$ cat src/design/fsp_defines.svh
// Constants for the flash status and protection logic: opcodes, bit
// positions, write masks, reset values and array unit sizes.
// Assumes inclusion by bare name from every design file that needs it.
`ifndef FSP_DEFINES_SVH
`define FSP_DEFINES_SVH

// Instruction codes
`define FSP_OP_WREN 8'h06
`define FSP_OP_WRDI 8'h04
`define FSP_OP_WRSR1 8'h01
`define FSP_OP_WRSR2 8'h31
`define FSP_OP_WRSR3 8'h11
`define FSP_OP_RDSR1 8'h05
`define FSP_OP_RDSR2 8'h35
`define FSP_OP_RDSR3 8'h15
`define FSP_OP_PROG 8'h02
`define FSP_OP_SECT_ERASE 8'h20
`define FSP_OP_BLK_ERASE 8'hD8
`define FSP_OP_CHIP_ERASE 8'hC7
`define FSP_OP_CHIP_ERASE2 8'h60
`define FSP_OP_SUSPEND 8'h75
`define FSP_OP_RESUME 8'h7A
`define FSP_OP_PREFIX1 8'hAA
`define FSP_OP_PREFIX2 8'h55

// Word one field positions
`define FSP_WEL_BIT 1
`define FSP_BP_LSB 2
`define FSP_TB_BIT 5
`define FSP_SEC_BIT 6
`define FSP_SRP_BIT 7
// Word two field positions
`define FSP_SRL_BIT 0
`define FSP_QE_BIT 1
`define FSP_LB_LSB 3
`define FSP_CMP_BIT 6
`define FSP_SUS_BIT 7
// Word three field positions
`define FSP_WPS_BIT 2
`define FSP_DRV_LSB 5

// Writable bits of each word; everything else is reserved or read-only
`define FSP_SR1_WMASK 8'hFC
`define FSP_SR2_WMASK 8'h7B
`define FSP_SR3_WMASK 8'h64
`define FSP_LB_MASK 8'h38

// Reset values
`define FSP_SR1_RESET 8'h00
`define FSP_SR2_RESET 8'h00
`define FSP_SR3_RESET 8'h60

// Array unit sizes in bytes
`define FSP_PAGE_BYTES 32'h0000_0100
`define FSP_SECTOR_BYTES 32'h0000_1000
`define FSP_BLOCK_BYTES 32'h0001_0000

`endif

$ cat src/design/fsp_pkg.sv
// Types shared by the flash status and protection logic.
// Assumes nothing of its surroundings.
package fsp_pkg;

  // Prefix tracker for the permanent lock sequence, Gray along the path
  typedef enum logic [1:0] {
    FSP_PFX_IDLE = 2'b00,
    FSP_PFX_SAW_FIRST = 2'b01,
    FSP_PFX_ARMED = 2'b11
  } fsp_prefix_type;

endpackage

$ cat src/design/fsp_range_check.sv
// Protected-region decoder: turns the protect fields into one address
// window and tests an operation span against it.
// Assumes op_lo <= op_hi, both inside the array.
`timescale 1ns/1ps
`include "fsp_defines.svh"

module fsp_range_check #(
  parameter int ADDR_W = 22
) (
  input wire logic cmp,
  input wire logic sec,
  input wire logic tb,
  input wire logic [2:0] bp,
  input wire logic [ADDR_W-1:0] op_lo,
  input wire logic [ADDR_W-1:0] op_hi,
  output logic prot
);
  import fsp_pkg::*;

  localparam logic [ADDR_W:0] TOTAL = (ADDR_W+1)'(1) << ADDR_W;

  if (ADDR_W < 16 || ADDR_W > 30) begin : g_bad_width
    $error("fsp_range_check: ADDR_W out of range");
  end

  // Size of the base region; block units or sector units
  function automatic logic [ADDR_W:0] region_size(input logic s, input logic [2:0] b);
    logic [ADDR_W:0] unit;
    unit = s ? (ADDR_W+1)'(`FSP_SECTOR_BYTES) : (ADDR_W+1)'(`FSP_BLOCK_BYTES);
    if (b == 3'h0) begin
      region_size = '0;
    end else if (b == 3'h7) begin
      region_size = TOTAL;
    end else if (s && b[2]) begin
      region_size = unit << 3;
    end else begin
      region_size = unit << (b - 3'h1);
    end
  endfunction

  logic [ADDR_W:0] size_w;
  logic [ADDR_W:0] base_lo;
  logic [ADDR_W:0] base_hi;
  logic [ADDR_W:0] lo_w;
  logic [ADDR_W:0] hi_w;
  logic empty_w;
  logic overlap_w;
  logic inside_w;

  // Top end when tb is low, bottom end otherwise
  assign size_w = region_size(sec, bp);
  assign empty_w = (size_w == '0);
  assign base_lo = tb ? '0 : TOTAL - size_w;
  assign base_hi = tb ? size_w - (ADDR_W+1)'(1) : TOTAL - (ADDR_W+1)'(1);
  assign lo_w = {1'b0, op_lo};
  assign hi_w = {1'b0, op_hi};
  assign overlap_w = !empty_w && (lo_w <= base_hi) && (hi_w >= base_lo);
  assign inside_w = !empty_w && (lo_w >= base_lo) && (hi_w <= base_hi);
  // Complement makes the base region the only writable part
  assign prot = cmp ? !inside_w : overlap_w;

endmodule // fsp_range_check

$ cat src/design/fsp_status_protect.sv
// Status and configuration word protection for a serial flash: serial
// front end, three status words, write gating and array-op screening.
// Assumes serial pins arrive asynchronously and sclk is much slower
// than clk_sys (at least eight system clocks per serial period).
`timescale 1ns/1ps
`include "fsp_defines.svh"

module fsp_status_protect #(
  parameter int ADDR_W = 22,
  parameter bit QE_DEFAULT = 1'b0
) (
  input wire logic clk_sys,
  input wire logic srst,
  input wire logic cs_n_pin,
  input wire logic sclk_pin,
  input wire logic mosi_pin,
  input wire logic wp_n_pin,
  output logic miso_o,
  output logic miso_oe_n,
  output logic [23:0] status_word_o,
  output logic hold_en_o,
  output logic quad_io_en_o,
  output logic [1:0] drive_strength_o,
  output logic [6:0] drive_pct_o,
  output logic [2:0] sec_reg_ro_o,
  output logic prog_go_o,
  output logic erase_go_o,
  output logic [ADDR_W-1:0] op_lo_o,
  output logic [ADDR_W-1:0] op_hi_o,
  output logic op_ignored_o,
  output logic sr_refused_o
);
  import fsp_pkg::*;

  if (ADDR_W < 16 || ADDR_W > 24) begin : g_bad_width
    $error("fsp_status_protect: ADDR_W must be 16 to 24");
  end

  // Drive field to percent of full strength
  function automatic logic [6:0] drive_pct(input logic [1:0] f);
    unique case (f)
      2'b00: drive_pct = 7'h64;
      2'b01: drive_pct = 7'h4B;
      2'b10: drive_pct = 7'h32;
      2'b11: drive_pct = 7'h19;
    endcase
  endfunction

  // Two-stage synchronisers; stage 0 is read only by stage 1
  logic [1:0] cs_sync_reg;
  logic [1:0] sclk_sync_reg;
  logic [1:0] mosi_sync_reg;
  logic [1:0] wp_sync_reg;
  logic cs_prev_reg;
  logic sclk_prev_reg;

  always_ff @(posedge clk_sys) begin
    if (srst) begin
      cs_sync_reg <= 2'h3;
      sclk_sync_reg <= 2'h0;
      mosi_sync_reg <= 2'h0;
      wp_sync_reg <= 2'h3;
      cs_prev_reg <= 1'b1;
      sclk_prev_reg <= 1'b0;
    end else begin
      cs_sync_reg <= {cs_sync_reg[0], cs_n_pin};
      sclk_sync_reg <= {sclk_sync_reg[0], sclk_pin};
      mosi_sync_reg <= {mosi_sync_reg[0], mosi_pin};
      wp_sync_reg <= {wp_sync_reg[0], wp_n_pin};
      cs_prev_reg <= cs_sync_reg[1];
      sclk_prev_reg <= sclk_sync_reg[1];
    end
  end

  // Edge and frame decode on the synchronised copies
  wire in_frame = ~cs_sync_reg[1];
  wire frame_end = cs_sync_reg[1] & ~cs_prev_reg;
  wire sclk_rise = in_frame & sclk_sync_reg[1] & ~sclk_prev_reg;
  wire sclk_fall = in_frame & ~sclk_sync_reg[1] & sclk_prev_reg;

  // Byte assembly, MSB first on rising serial clock
  logic [2:0] bit_cnt_reg;
  logic [2:0] byte_cnt_reg;
  logic [7:0] shift_reg;
  logic [7:0] opcode_reg;
  logic [7:0] data1_reg;
  logic [7:0] data2_reg;
  logic [23:0] addr_reg;
  wire [7:0] shift_next = {shift_reg[6:0], mosi_sync_reg[1]};
  wire byte_done = sclk_rise & (bit_cnt_reg == 3'h7);

  always_ff @(posedge clk_sys) begin
    if (srst || !in_frame) begin
      bit_cnt_reg <= 3'h0;
      byte_cnt_reg <= 3'h0;
      shift_reg <= 8'h00;
    end else if (sclk_rise) begin
      bit_cnt_reg <= bit_cnt_reg + 3'h1;
      shift_reg <= shift_next;
      if (byte_done && byte_cnt_reg != 3'h7) begin
        byte_cnt_reg <= byte_cnt_reg + 3'h1;
      end
    end
  end

  // Captured fields; only meaningful once the matching byte arrived
  always_ff @(posedge clk_sys) begin
    if (srst) begin
      opcode_reg <= 8'h00;
      data1_reg <= 8'h00;
      data2_reg <= 8'h00;
      addr_reg <= 24'h000000;
    end else if (byte_done) begin
      if (byte_cnt_reg == 3'h0) opcode_reg <= shift_next;
      if (byte_cnt_reg == 3'h1) data1_reg <= shift_next;
      if (byte_cnt_reg == 3'h2) data2_reg <= shift_next;
      if (byte_cnt_reg >= 3'h1 && byte_cnt_reg <= 3'h3) begin
        addr_reg <= {addr_reg[15:0], shift_next};
      end
    end
  end

  // State registers
  logic [7:0] sr1_reg;
  logic [7:0] sr2_reg;
  logic [7:0] sr3_reg;
  logic wel_reg;
  logic sus_reg;
  logic otp_reg;
  logic ind_locked_reg;
  fsp_prefix_type pfx_reg;
  fsp_prefix_type pfx_next;

  // Instructions commit only on a whole-byte frame end
  wire commit = frame_end & (bit_cnt_reg == 3'h0) & (byte_cnt_reg != 3'h0);
  wire op_is_wren = commit & (opcode_reg == `FSP_OP_WREN) & (byte_cnt_reg == 3'h1);
  wire op_is_wrdi = commit & (opcode_reg == `FSP_OP_WRDI) & (byte_cnt_reg == 3'h1);
  wire op_is_susp = commit & (opcode_reg == `FSP_OP_SUSPEND) & (byte_cnt_reg == 3'h1);
  wire op_is_resm = commit & (opcode_reg == `FSP_OP_RESUME) & (byte_cnt_reg == 3'h1);
  wire wr1 = commit & (opcode_reg == `FSP_OP_WRSR1) & (byte_cnt_reg >= 3'h2);
  wire wr2_via1 = wr1 & (byte_cnt_reg >= 3'h3);
  wire wr2 = wr2_via1 | (commit & (opcode_reg == `FSP_OP_WRSR2) & (byte_cnt_reg == 3'h2));
  wire wr3 = commit & (opcode_reg == `FSP_OP_WRSR3) & (byte_cnt_reg == 3'h2);
  wire sr_write = wr1 | wr2 | wr3;

  // Status write gating, sampled at the completing frame edge
  wire status_lock_bit = sr2_reg[`FSP_SRL_BIT];
  wire status_protect_bit = sr1_reg[`FSP_SRP_BIT];
  wire qe = sr2_reg[`FSP_QE_BIT];
  wire wp_counts = ~qe;
  wire wp_low = ~wp_sync_reg[1];
  wire hw_block = status_protect_bit & wp_counts & wp_low;
  wire sr_gate_open = wel_reg & ~otp_reg & ~status_lock_bit & ~hw_block;
  wire sr_write_ok = sr_write & sr_gate_open;

  // New word values; reserved and read-only bits keep their state
  wire [7:0] sr2_src = wr2_via1 ? data2_reg : data1_reg;
  wire [7:0] sr1_new = (sr1_reg & ~`FSP_SR1_WMASK) | (data1_reg & `FSP_SR1_WMASK);
  wire [7:0] sr2_new = (sr2_reg & ~`FSP_SR2_WMASK) | (sr2_src & `FSP_SR2_WMASK)
                       | (sr2_reg & `FSP_LB_MASK);
  wire [7:0] sr3_new = (sr3_reg & ~`FSP_SR3_WMASK) | (data1_reg & `FSP_SR3_WMASK);
  wire otp_set = sr_write_ok & wr2 & (pfx_reg == FSP_PFX_ARMED) & sr2_src[`FSP_SRL_BIT];

  // Array operation span: address with low bits masked per unit
  wire is_pp = commit & (opcode_reg == `FSP_OP_PROG) & (byte_cnt_reg >= 3'h5);
  wire is_se = commit & (opcode_reg == `FSP_OP_SECT_ERASE) & (byte_cnt_reg == 3'h4);
  wire is_be = commit & (opcode_reg == `FSP_OP_BLK_ERASE) & (byte_cnt_reg == 3'h4);
  wire is_ce = commit & ((opcode_reg == `FSP_OP_CHIP_ERASE) | (opcode_reg == `FSP_OP_CHIP_ERASE2))
               & (byte_cnt_reg == 3'h1);
  wire array_req = is_pp | is_se | is_be | is_ce;
  wire [ADDR_W-1:0] span_mask = is_ce ? {ADDR_W{1'b1}}
                              : is_be ? ADDR_W'(`FSP_BLOCK_BYTES - 32'h1)
                              : is_se ? ADDR_W'(`FSP_SECTOR_BYTES - 32'h1)
                              : ADDR_W'(`FSP_PAGE_BYTES - 32'h1);
  wire [ADDR_W-1:0] span_lo = addr_reg[ADDR_W-1:0] & ~span_mask;
  wire [ADDR_W-1:0] span_hi = addr_reg[ADDR_W-1:0] | span_mask;
  logic range_prot;

  fsp_range_check #(.ADDR_W(ADDR_W)) u_range (
    .cmp(sr2_reg[`FSP_CMP_BIT]),
    .sec(sr1_reg[`FSP_SEC_BIT]),
    .tb(sr1_reg[`FSP_TB_BIT]),
    .bp(sr1_reg[`FSP_BP_LSB +: 3]),
    .op_lo(span_lo),
    .op_hi(span_hi),
    .prot(range_prot)
  );

  // Scheme select chooses field decode or the individual locks
  wire protect_scheme_select = sr3_reg[`FSP_WPS_BIT];
  wire prot_hit = protect_scheme_select ? ind_locked_reg : range_prot;
  wire array_ok = array_req & wel_reg & ~prot_hit;

  // Status words and flags
  always_ff @(posedge clk_sys) begin
    if (srst) begin
      sr1_reg <= `FSP_SR1_RESET;
      sr2_reg <= `FSP_SR2_RESET | (8'(QE_DEFAULT) << `FSP_QE_BIT);
      sr3_reg <= `FSP_SR3_RESET;
      otp_reg <= 1'b0;
      ind_locked_reg <= 1'b1;
    end else begin
      if (sr_write_ok && wr1) sr1_reg <= sr1_new;
      if (sr_write_ok && wr2) sr2_reg <= sr2_new;
      if (sr_write_ok && wr3) sr3_reg <= sr3_new;
      if (otp_set) otp_reg <= 1'b1;
    end
  end

  // Write-enable latch and pause flag; a power cycle clears both
  always_ff @(posedge clk_sys) begin
    if (srst) begin
      wel_reg <= 1'b0;
      sus_reg <= 1'b0;
    end else begin
      if (op_is_wren) begin
        wel_reg <= 1'b1;
      end else if (op_is_wrdi || array_ok || sr_write_ok) begin
        wel_reg <= 1'b0;
      end
      if (op_is_susp) begin
        sus_reg <= 1'b1;
      end else if (op_is_resm) begin
        sus_reg <= 1'b0;
      end
    end
  end

  // Prefix tracker: two prefix frames arm a status write only in the very next frame
  always_comb begin
    pfx_next = FSP_PFX_IDLE;
    if (commit && opcode_reg == `FSP_OP_PREFIX1 && byte_cnt_reg == 3'h1) begin
      pfx_next = FSP_PFX_SAW_FIRST;
    end else if (commit && opcode_reg == `FSP_OP_PREFIX2 && byte_cnt_reg == 3'h1
                 && pfx_reg == FSP_PFX_SAW_FIRST) begin
      pfx_next = FSP_PFX_ARMED;
    end
  end

  always_ff @(posedge clk_sys) begin
    if (srst) pfx_reg <= FSP_PFX_IDLE;
    else if (frame_end) pfx_reg <= pfx_next;
  end

  // Readable words; reserved bits read as zero
  wire [7:0] sr1_rd = {sr1_reg[7:2], wel_reg, 1'b0};
  wire [7:0] sr2_rd = {sus_reg, sr2_reg[6:3], 1'b0, sr2_reg[1:0]};
  wire [7:0] sr3_rd = sr3_reg & `FSP_SR3_WMASK;

  // Read-status shifter: loads after opcode, shifts on falling sclk
  logic [7:0] out_shift_reg;
  logic out_active_reg;
  logic miso_reg;
  wire [7:0] rd_sel = (shift_next == `FSP_OP_RDSR1) ? sr1_rd
                    : (shift_next == `FSP_OP_RDSR2) ? sr2_rd : sr3_rd;
  wire rd_hit = (shift_next == `FSP_OP_RDSR1) | (shift_next == `FSP_OP_RDSR2)
                | (shift_next == `FSP_OP_RDSR3);

  always_ff @(posedge clk_sys) begin
    if (srst || !in_frame) begin
      out_shift_reg <= 8'h00;
      out_active_reg <= 1'b0;
      miso_reg <= 1'b0;
    end else if (byte_done && byte_cnt_reg == 3'h0 && rd_hit) begin
      out_shift_reg <= rd_sel;
      out_active_reg <= 1'b1;
    end else if (sclk_fall && out_active_reg) begin
      miso_reg <= out_shift_reg[7];
      out_shift_reg <= {out_shift_reg[6:0], out_shift_reg[7]}; // Repeats the word
    end
  end

  // Registered result outputs; pulses last one cycle
  logic prog_go_reg;
  logic erase_go_reg;
  logic ignored_reg;
  logic refused_reg;
  logic [ADDR_W-1:0] op_lo_reg;
  logic [ADDR_W-1:0] op_hi_reg;
  logic [23:0] status_word_reg;
  logic [6:0] drive_pct_reg;

  always_ff @(posedge clk_sys) begin
    if (srst) begin
      prog_go_reg <= 1'b0;
      erase_go_reg <= 1'b0;
      ignored_reg <= 1'b0;
      refused_reg <= 1'b0;
      op_lo_reg <= '0;
      op_hi_reg <= '0;
      status_word_reg <= 24'h000000;
      drive_pct_reg <= 7'h19;
    end else begin
      prog_go_reg <= array_ok & is_pp;
      erase_go_reg <= array_ok & ~is_pp;
      ignored_reg <= array_req & ~array_ok;
      refused_reg <= sr_write & ~sr_gate_open;
      if (array_ok) begin
        op_lo_reg <= span_lo;
        op_hi_reg <= span_hi;
      end
      status_word_reg <= {sr3_rd, sr2_rd, sr1_rd};
      drive_pct_reg <= drive_pct(sr3_reg[`FSP_DRV_LSB +: 2]);
    end
  end

  assign miso_o = miso_reg;
  assign miso_oe_n = ~(out_active_reg & in_frame);
  assign status_word_o = status_word_reg;
  assign hold_en_o = ~qe;
  assign quad_io_en_o = qe;
  assign drive_strength_o = sr3_reg[`FSP_DRV_LSB +: 2];
  assign drive_pct_o = drive_pct_reg;
  assign sec_reg_ro_o = sr2_reg[`FSP_LB_LSB +: 3];
  assign prog_go_o = prog_go_reg;
  assign erase_go_o = erase_go_reg;
  assign op_lo_o = op_lo_reg;
  assign op_hi_o = op_hi_reg;
  assign op_ignored_o = ignored_reg;
  assign sr_refused_o = refused_reg;
endmodule // fsp_status_protect

$ cat config.mk
export PLATFORM = sky130hd
export DESIGN_NAME = fsp_status_protect
export DESIGN_NICKNAME = d
export VERILOG_FILES = /design/src/design/fsp_pkg.sv /design/src/design/fsp_range_check.sv /design/src/design/fsp_status_protect.sv
export VERILOG_INCLUDE_DIRS = /design/src /design/src/design
export SDC_FILE = /design/constraint.sdc
export NUM_CORES = 1
export LEC_CHECK = 0
export BUFFER_PORTS_ARGS = -buffer_cell sky130_fd_sc_hd__buf_2
export CORE_MARGIN = 8
export CORE_UTILIZATION = 50
export DETAILED_ROUTE_END_ITERATION = 12
export PLACE_DENSITY = 0.84
export SLEW_MARGIN = 30
export SYNTH_ARGS = -nofsm -noshare
export SYNTH_HDL_FRONTEND = slang
export SYNTH_SLANG_ARGS = --single-unit
$ cat constraint.sdc
create_clock -name clk_sys -period 4.4 [get_ports clk_sys]
set_clock_uncertainty 0.1 [all_clocks]
set_input_delay 1.1 -clock clk_sys [delete_from_list [all_inputs] [get_ports clk_sys]]
set_output_delay 1.1 -clock clk_sys [all_outputs]
set_load 0.01 [all_outputs]
Word level (Yosys, flattened, before mapping)
Index checks and enable logic that the tools add are counted.
Word-level totals
  bits in read-only memories: 0
  output and inout bits: 88
  memories: 0
  RAM bits: 0
  flip-flop bits (word level): 186
  bits in latches: 0
  logic and storage cells: 214
Cells by class
  multiply operators: 0
  $add $sub $neg: 5
  shifts and indexed selects: 1
  bitwise gates (word level): 78
  mux-type cells: 23
  divide/modulo/power cells: 0
  reduce and logical (&&, ||, !) cells: 38
  equal/unequal tests: 28
  magnitude comparators: 9
Operator list (number)
  23-bit 2-to-1 mux: 5
  1-bit bitwise AND: 47
  22-bit by 23-bit greater-or-equal comparator with 1-bit output: 2
  22-bit by 23-bit <= comparator with 1-bit output: 2
  8-bit by 7-bit == test with 1-bit output (second input constant): 4
  8-bit 2-to-1 mux: 4
  7-bit case mux with 4 select lines: 1
  8-bit by 3-bit == test with 1-bit output (second input constant): 3
  8-bit by 6-bit == test with 1-bit output (second input constant): 3
  8-bit == test (second input constant): 3
  23-bit logical NOT: 1
  23-bit by 3-bit << shifter with 23-bit output: 1
  23-bit by 1-bit subtractor with 23-bit output (second input constant): 1
  23-bit subtractor (first input constant): 1
  22-bit bitwise AND: 1
  22-bit 2-to-1 mux: 1
  22-bit NOT: 1
  22-bit OR: 1
  1-bit logical AND: 18
  17-bit 2-to-1 mux: 1
  8-bit by 5-bit == test with 1-bit output (second input constant): 2
  16-bit 2-to-1 mux: 1
  8-bit by 7-bit OR with 8-bit output: 2
  1-bit NOT: 15
  other kinds (28): 61

Depth between registers and ports, before layout
  depth in word-level cells: 23
  mapped depth: 21

Modules after synthesis
A second synthesis with hierarchy kept.
Unflattened totals
  cell total of the unflattened synthesis: 866
  area, all modules: 8060.2 um2
By module, submodules not included
  fsp_status_protect: area each 6492.5 um2, cells an instance 664, times used 1
  fsp_range_check: area each 1567.8 um2, cells an instance 202, times used 1

Least setup slack after synthesis
OpenSTA, ideal clock, no wires.
  kind: register to register
  from: register sr1_reg[2]
  to: register op_lo_reg[13] (netlist: op_lo_o[13])
  arrival: 4.033 ns
  period minus slack after synthesis: 4.205 ns
  required time: 4.228 ns
  buffers on the path: 3
  setup time: 0.072 ns
  setup slack: 0.195 ns
  cell stages (with the launch flop): 20
  path through: dfxtp_1 -> buf_2 -> inv_1 -> ha_1 -> clkbuf_1 -> nand3_1 -> ha_1 -> nand2_1 -> mux2_2 -> o22ai_1 -> nand2b_1 -> ha_1 -> o21a_1 -> o2111ai_1 -> o22ai_1 -> o2111a_1 -> a211o_1 -> nor3_4 -> buf_6 -> mux2i_1
Between the ends
  longest elaborated chain between the ends: 15
  elaborated cells between the ends (all ways): 26
  classes of those cells: 3 x add/sub; 4 x order compare; 1 x eq/ne; 1 x shift; 7 x mux; 2 x bitwise; 8 x reduce/logical
RTL lines
  from (decl): RTL line fsp_status_protect.sv:124  | logic [7:0] sr1_reg;
  from (signal assigned): RTL line fsp_status_protect.sv:197  | sr1_reg <= `FSP_SR1_RESET;
  from (signal assigned): RTL line fsp_status_protect.sv:203  | if (sr_write_ok && wr1) sr1_reg <= sr1_new;
  3-bit by 1-bit subtractor with 3-bit output: RTL line fsp_range_check.sv:37  | region_size = unit << (b - 3'h1);
  23-bit by 3-bit << shifter with 23-bit output: RTL line fsp_range_check.sv:37
  23-bit 2-to-1 mux: RTL line fsp_range_check.sv:34  | end else if (s && b[2]) begin
  23-bit 2-to-1 mux: RTL line fsp_range_check.sv:32  | end else if (b == 3'h7) begin
  23-bit 2-to-1 mux *: RTL line fsp_range_check.sv:30  | if (b == 3'h0) begin
  23-bit subtractor: RTL line fsp_range_check.sv:53  | assign base_lo = tb ? '0 : TOTAL - size_w;
  23-bit 2-to-1 mux: RTL line fsp_range_check.sv:53
  22-bit by 23-bit greater-or-equal comparator with 1-bit output: RTL line fsp_range_check.sv:58  | assign inside_w = !empty_w && (lo_w >= base_lo) && (hi_w <= base_hi);
  1-bit logical AND (2 in series): RTL line fsp_range_check.sv:58
  1-bit logical NOT: RTL line fsp_range_check.sv:60  | assign prot = cmp ? !inside_w : overlap_w;
  1-bit 2-to-1 mux *: RTL line fsp_range_check.sv:60
  1-bit 2-to-1 mux *: RTL line fsp_status_protect.sv:191  | wire prot_hit = protect_scheme_select ? ind_locked_reg : range_prot;
  1-bit NOT *: RTL line fsp_status_protect.sv:192  | wire array_ok = array_req & wel_reg & ~prot_hit;
  1-bit bitwise AND *: RTL line fsp_status_protect.sv:192
  to (signal assigned): RTL line fsp_status_protect.sv:299  | op_lo_reg <= span_lo;
  to (decl): RTL line fsp_status_protect.sv:278  | logic [ADDR_W-1:0] op_lo_reg;
Mark *: on every way between the ends. The rest lies on a longest branch, timed or not.
A chain may end at the register's enable or synchronous reset.

Worst setup path in the final report
  from: register sr1_reg[2]
  to: register op_hi_reg[13] (netlist: op_hi_o[13])
Between the ends
  longest elaborated chain between the ends: 15
  elaborated cells between the ends (all ways): 26
  classes of those cells: 3 x add/sub; 4 x order compare; 1 x eq/ne; 1 x shift; 7 x mux; 2 x bitwise; 8 x reduce/logical
RTL lines
  3-bit by 1-bit subtractor with 3-bit output: RTL line fsp_range_check.sv:37
  23-bit by 3-bit << shifter with 23-bit output: RTL line fsp_range_check.sv:37
  23-bit 2-to-1 mux: RTL line fsp_range_check.sv:34
  23-bit 2-to-1 mux: RTL line fsp_range_check.sv:32
  23-bit 2-to-1 mux *: RTL line fsp_range_check.sv:30
  23-bit subtractor: RTL line fsp_range_check.sv:53
  23-bit 2-to-1 mux: RTL line fsp_range_check.sv:53
  22-bit by 23-bit greater-or-equal comparator with 1-bit output: RTL line fsp_range_check.sv:58
  1-bit logical AND (2 in series): RTL line fsp_range_check.sv:58
  1-bit logical NOT: RTL line fsp_range_check.sv:60
  1-bit 2-to-1 mux *: RTL line fsp_range_check.sv:60
  1-bit 2-to-1 mux *: RTL line fsp_status_protect.sv:191
  1-bit NOT *: RTL line fsp_status_protect.sv:192
  1-bit bitwise AND *: RTL line fsp_status_protect.sv:192
  to (signal assigned): RTL line fsp_status_protect.sv:300  | op_hi_reg <= span_hi;
  to (decl): RTL line fsp_status_protect.sv:279  | logic [ADDR_W-1:0] op_hi_reg;
Marks and branches as above.

==> flow_summary.yaml <==
yosys:
  synth_ff_type: "dfxtp_1"
  synthDistinctLibCells: 72
  synth_top_family_by_area: "simple AND/OR/NAND/NOR gates"
  syn-cell-area_um2: 7800
  yosys.area_share.simple: 0.208
  synth-seq-cells: 153
  synthCells: 873
  yosys_warnings: 0
  ys_seq_area_frac: 0.393
  async_flop_share: 0
  synth_compound_area_frac: 0.154
  synth_xor_area_frac: 0.00786
  muxShareOfSynthArea: 0.0823
  synth_adder_area_share: 0.0847
  synth_edf_count: 0
  avgSynthCellArea_um2: 8.93
global_routing:
  grt.overflow.total: 0
  grt_pass1_wl_mm: 31.0
  antenna_found_initial: 0
  grt_usage: 0.192
  grt_pass1_vias: 6315
  grt_max_degree: 75
worst_setup_path:
  worst-path-buf-inv: 3
  arrival_ps: 4490
  crit_slowest_cell: "or4b_4"
  crit_type: "flop to flop"
  ff2ff_setup_slack_ps: 100
  critical_path.max_stage_delay_ps: 550
  worstSetupEndpointType: "flop"
  reg2reg_from: "sr1_reg[2]"
  crit_fanout: 11
  r2r_cells: 17
  worstPathCellList: "inv_1 -> ha_2 -> or4b_4 -> or3_4 -> xor2_2 -> nand2_1 -> ha_1 -> a211oi_1 -> a21oi_1 -> nor3_1 -> o22ai_2 -> o2111a_1 -> a211o_1 -> nor3_4 -> buf_12 -> clkbuf_16 -> a311oi_2"
  cp_top_family: "simple AND/OR/NAND/NOR gates"
  start_kind: "flop"
  crit_required_ps: 4590
  r2r-end: "op_hi_o[13]"
power_and_ir_drop:
  p_clk_frac: 0.512
  sequentialPowerShare: 0.474
  p_int_mw: 2.26
  switchingPower_uw: 678
  p_comb_frac: 0.014
  p_leak_nw: 3.94
  powerDensity_nw_per_um2: 324
  sw_frac_of_total: 0.231
  ir_worst_vdd_uv: 294
drt:
  wl_mm: 19.7
  m1WireLength_mm: 8.20
  drc: 0
  drtAntennaViolNets: 0
  drt_iter0_markers: 477
  vias: 6641
  met3_length_mm: 1.19
  drtPass1Iterations: 5
  vias_per_cell: 5.85
  route.met2.wl_mm: 9.75
  wire_per_inst_um: 17.3
  top_layer_used: "met4"
worst_hold_path:
  worstHoldStart: "wp_sync_reg[0]"
  hp-class: "flop to flop"
  whs_path_depth: 1
  whs_endpoint: "wp_sync_reg[1]"
layout:
  postLayoutCoreUtil: 0.595
  syn_to_final_growth_pct: 16.1
  fillers: 1282
  diodes: 0
  final_common_cell: "dfxtp_1"
  drive_gt1_frac: 0.212
  fin_area_um2: 9050
  layout_common_cells: "dfxtp_1, nor2_1, buf_2"
  final-seq-area_um2: 3070
  multi_input_area_um2: 4360
  nets: 993
  largest_reg_flops: 22
place:
  routabilityCongestion: 0.919
  place_area_um2: 8260
  dp_hpwl_mm: 13.9
  io_buffers: 78
sta:
  max_freq_mhz: 232
  max-slew-margin-rel: 0.454
  tightest_slew_ps: 818
  period_share: 0.978
  hold_viol_final: 0
  holdWs_ps: 309
  setup_viol: 0
  maxSlewViolCount: 0
  min_period_ps: 4300
clocking:
  cts_buffers: 17
  root_buffer: "clkbuf_16"
  clock_latency_ps: 430
  cts_tree: "built"
  clockBufferDepth: 2
  clock_sinks: 153
  clk_pin_slew_worst_paths_ps: 70
  cts-hold-fix-buffers: 0
  htreeDepth: 4
die:
  rows: 45
  die_w_um: 141
  dieArea_um2: 19900
  coreArea_um2: 15200
  io-pin-count: 94
  die_h_um: 141
  start_util: 0.513
status:
  status: "finished clean"
job:
  max-cap-violations: 0
worst reg2reg max path: stages, from the launching register on:
cell and delay (ps):
dfxtp_1 330, inv_1 100, ha_2 240, or4b_4 550
or3_4 360, xor2_2 180, nand2_1 110, ha_1 310
a211oi_1 240, a21oi_1 110, nor3_1 240, o22ai_2 160
o2111a_1 170, a211o_1 370, nor3_4 170, buf_12 150
clkbuf_16 160, a311oi_2 100
logic make-up after synthesis:
logic type | Yosys count
AND/OR/NAND/NOR | 322
AO/OA/AOI/OAI | 166
flip-flops | 153
buffers and inverters | 107
multiplexers | 64
adder cells (fa/ha/maj) | 53
XOR/XNOR | 7
other | 1
metrics by stage:
| stage | power [mW] | setup slack (ps) | cells | TNS [ps] |
|---|---|---|---|---|
| floorplan | 1.46 | 195 | 887 | 0 |
| global placement | 1.46 | 116 | 1101 | 0 |
| detailed placement | 1.46 | -54.3 | 1101 | -63.8 |
| CTS | 2.96 | 52.8 | 1133 | 0 |
| global route | 3.02 | -77.6 | 1136 | -146 |
| finish | 2.94 | 98.4 | 1136 | 0 |
worst max path at each step:
stage / slack, ps / to / cells past startpoint / startpoint
after CTS: 50 / op_hi_o[15] / 16 / sr1_reg[3]
after global routing: -80 / op_hi_o[15] / 19 / sr1_reg[2]
after global placement: 120 / op_hi_o[12] / 16 / sr1_reg[3]
after detailed placement: -50 / op_hi_o[15] / 19 / sr1_reg[3]
final: 100 / op_hi_o[13] / 17 / sr1_reg[2]
after floorplan: 190 / op_lo_o[13] / 19 / sr1_reg[2]
cell usage after synthesis (15+ instances only):
cell type | n | area share
a21oi_1 | 39 | 0.025
a31oi_1 | 17 | 0.014
buf_4 | 28 | 0.027
clkbuf_1 | 36 | 0.017
dfxtp_1 | 153 | 0.39
ha_1 | 52 | 0.083
inv_1 | 28 | 0.013
mux2i_1 | 63 | 0.081
nand2_1 | 33 | 0.016
nand2b_1 | 23 | 0.018
nand3_1 | 18 | 0.012
nor2_1 | 128 | 0.062
nor2b_1 | 29 | 0.023
nor3_1 | 24 | 0.015
o21ai_0 | 15 | 0.0096
layout make-up:
type / count / area share
Sequential cell: 153 / 0.339
Inverter: 28 / 0.0116
Clock buffer: 17 / 0.0470
Multi-Input combinational cell: 627 / 0.482
Timing Repair Buffer: 108 / 0.0749
Clock inverter: 15 / 0.0202
Tap cell: 188 / 0.0260
per-layer routing:
layer,track usage,up-vias
met5,0,-
met4,0.0814,0
met3,0.0500,48
met2,0.334,234
met1,0.217,3156
li1,-,3203
timing repair:
item | 4_1_cts | 5_1_grt
setup buffers | 0 | 1
setup endpoints to repair | 11 | 33
resized for setup | 2 | 26
pin swaps | 0 | 4
gates cloned | 0 | 2
power groups by stage:
stage	registers [mW]	clock network, mW	logic, mW
after global placement	1.42	0	0.0393
after detailed placement	1.42	0	0.0391
after floorplan	1.42	0	0.0412
after global routing	1.39	1.59	0.0440
after CTS	1.39	1.52	0.0394
final	1.39	1.50	0.0401
Note: power is estimated with default switching activity, not from simulation.
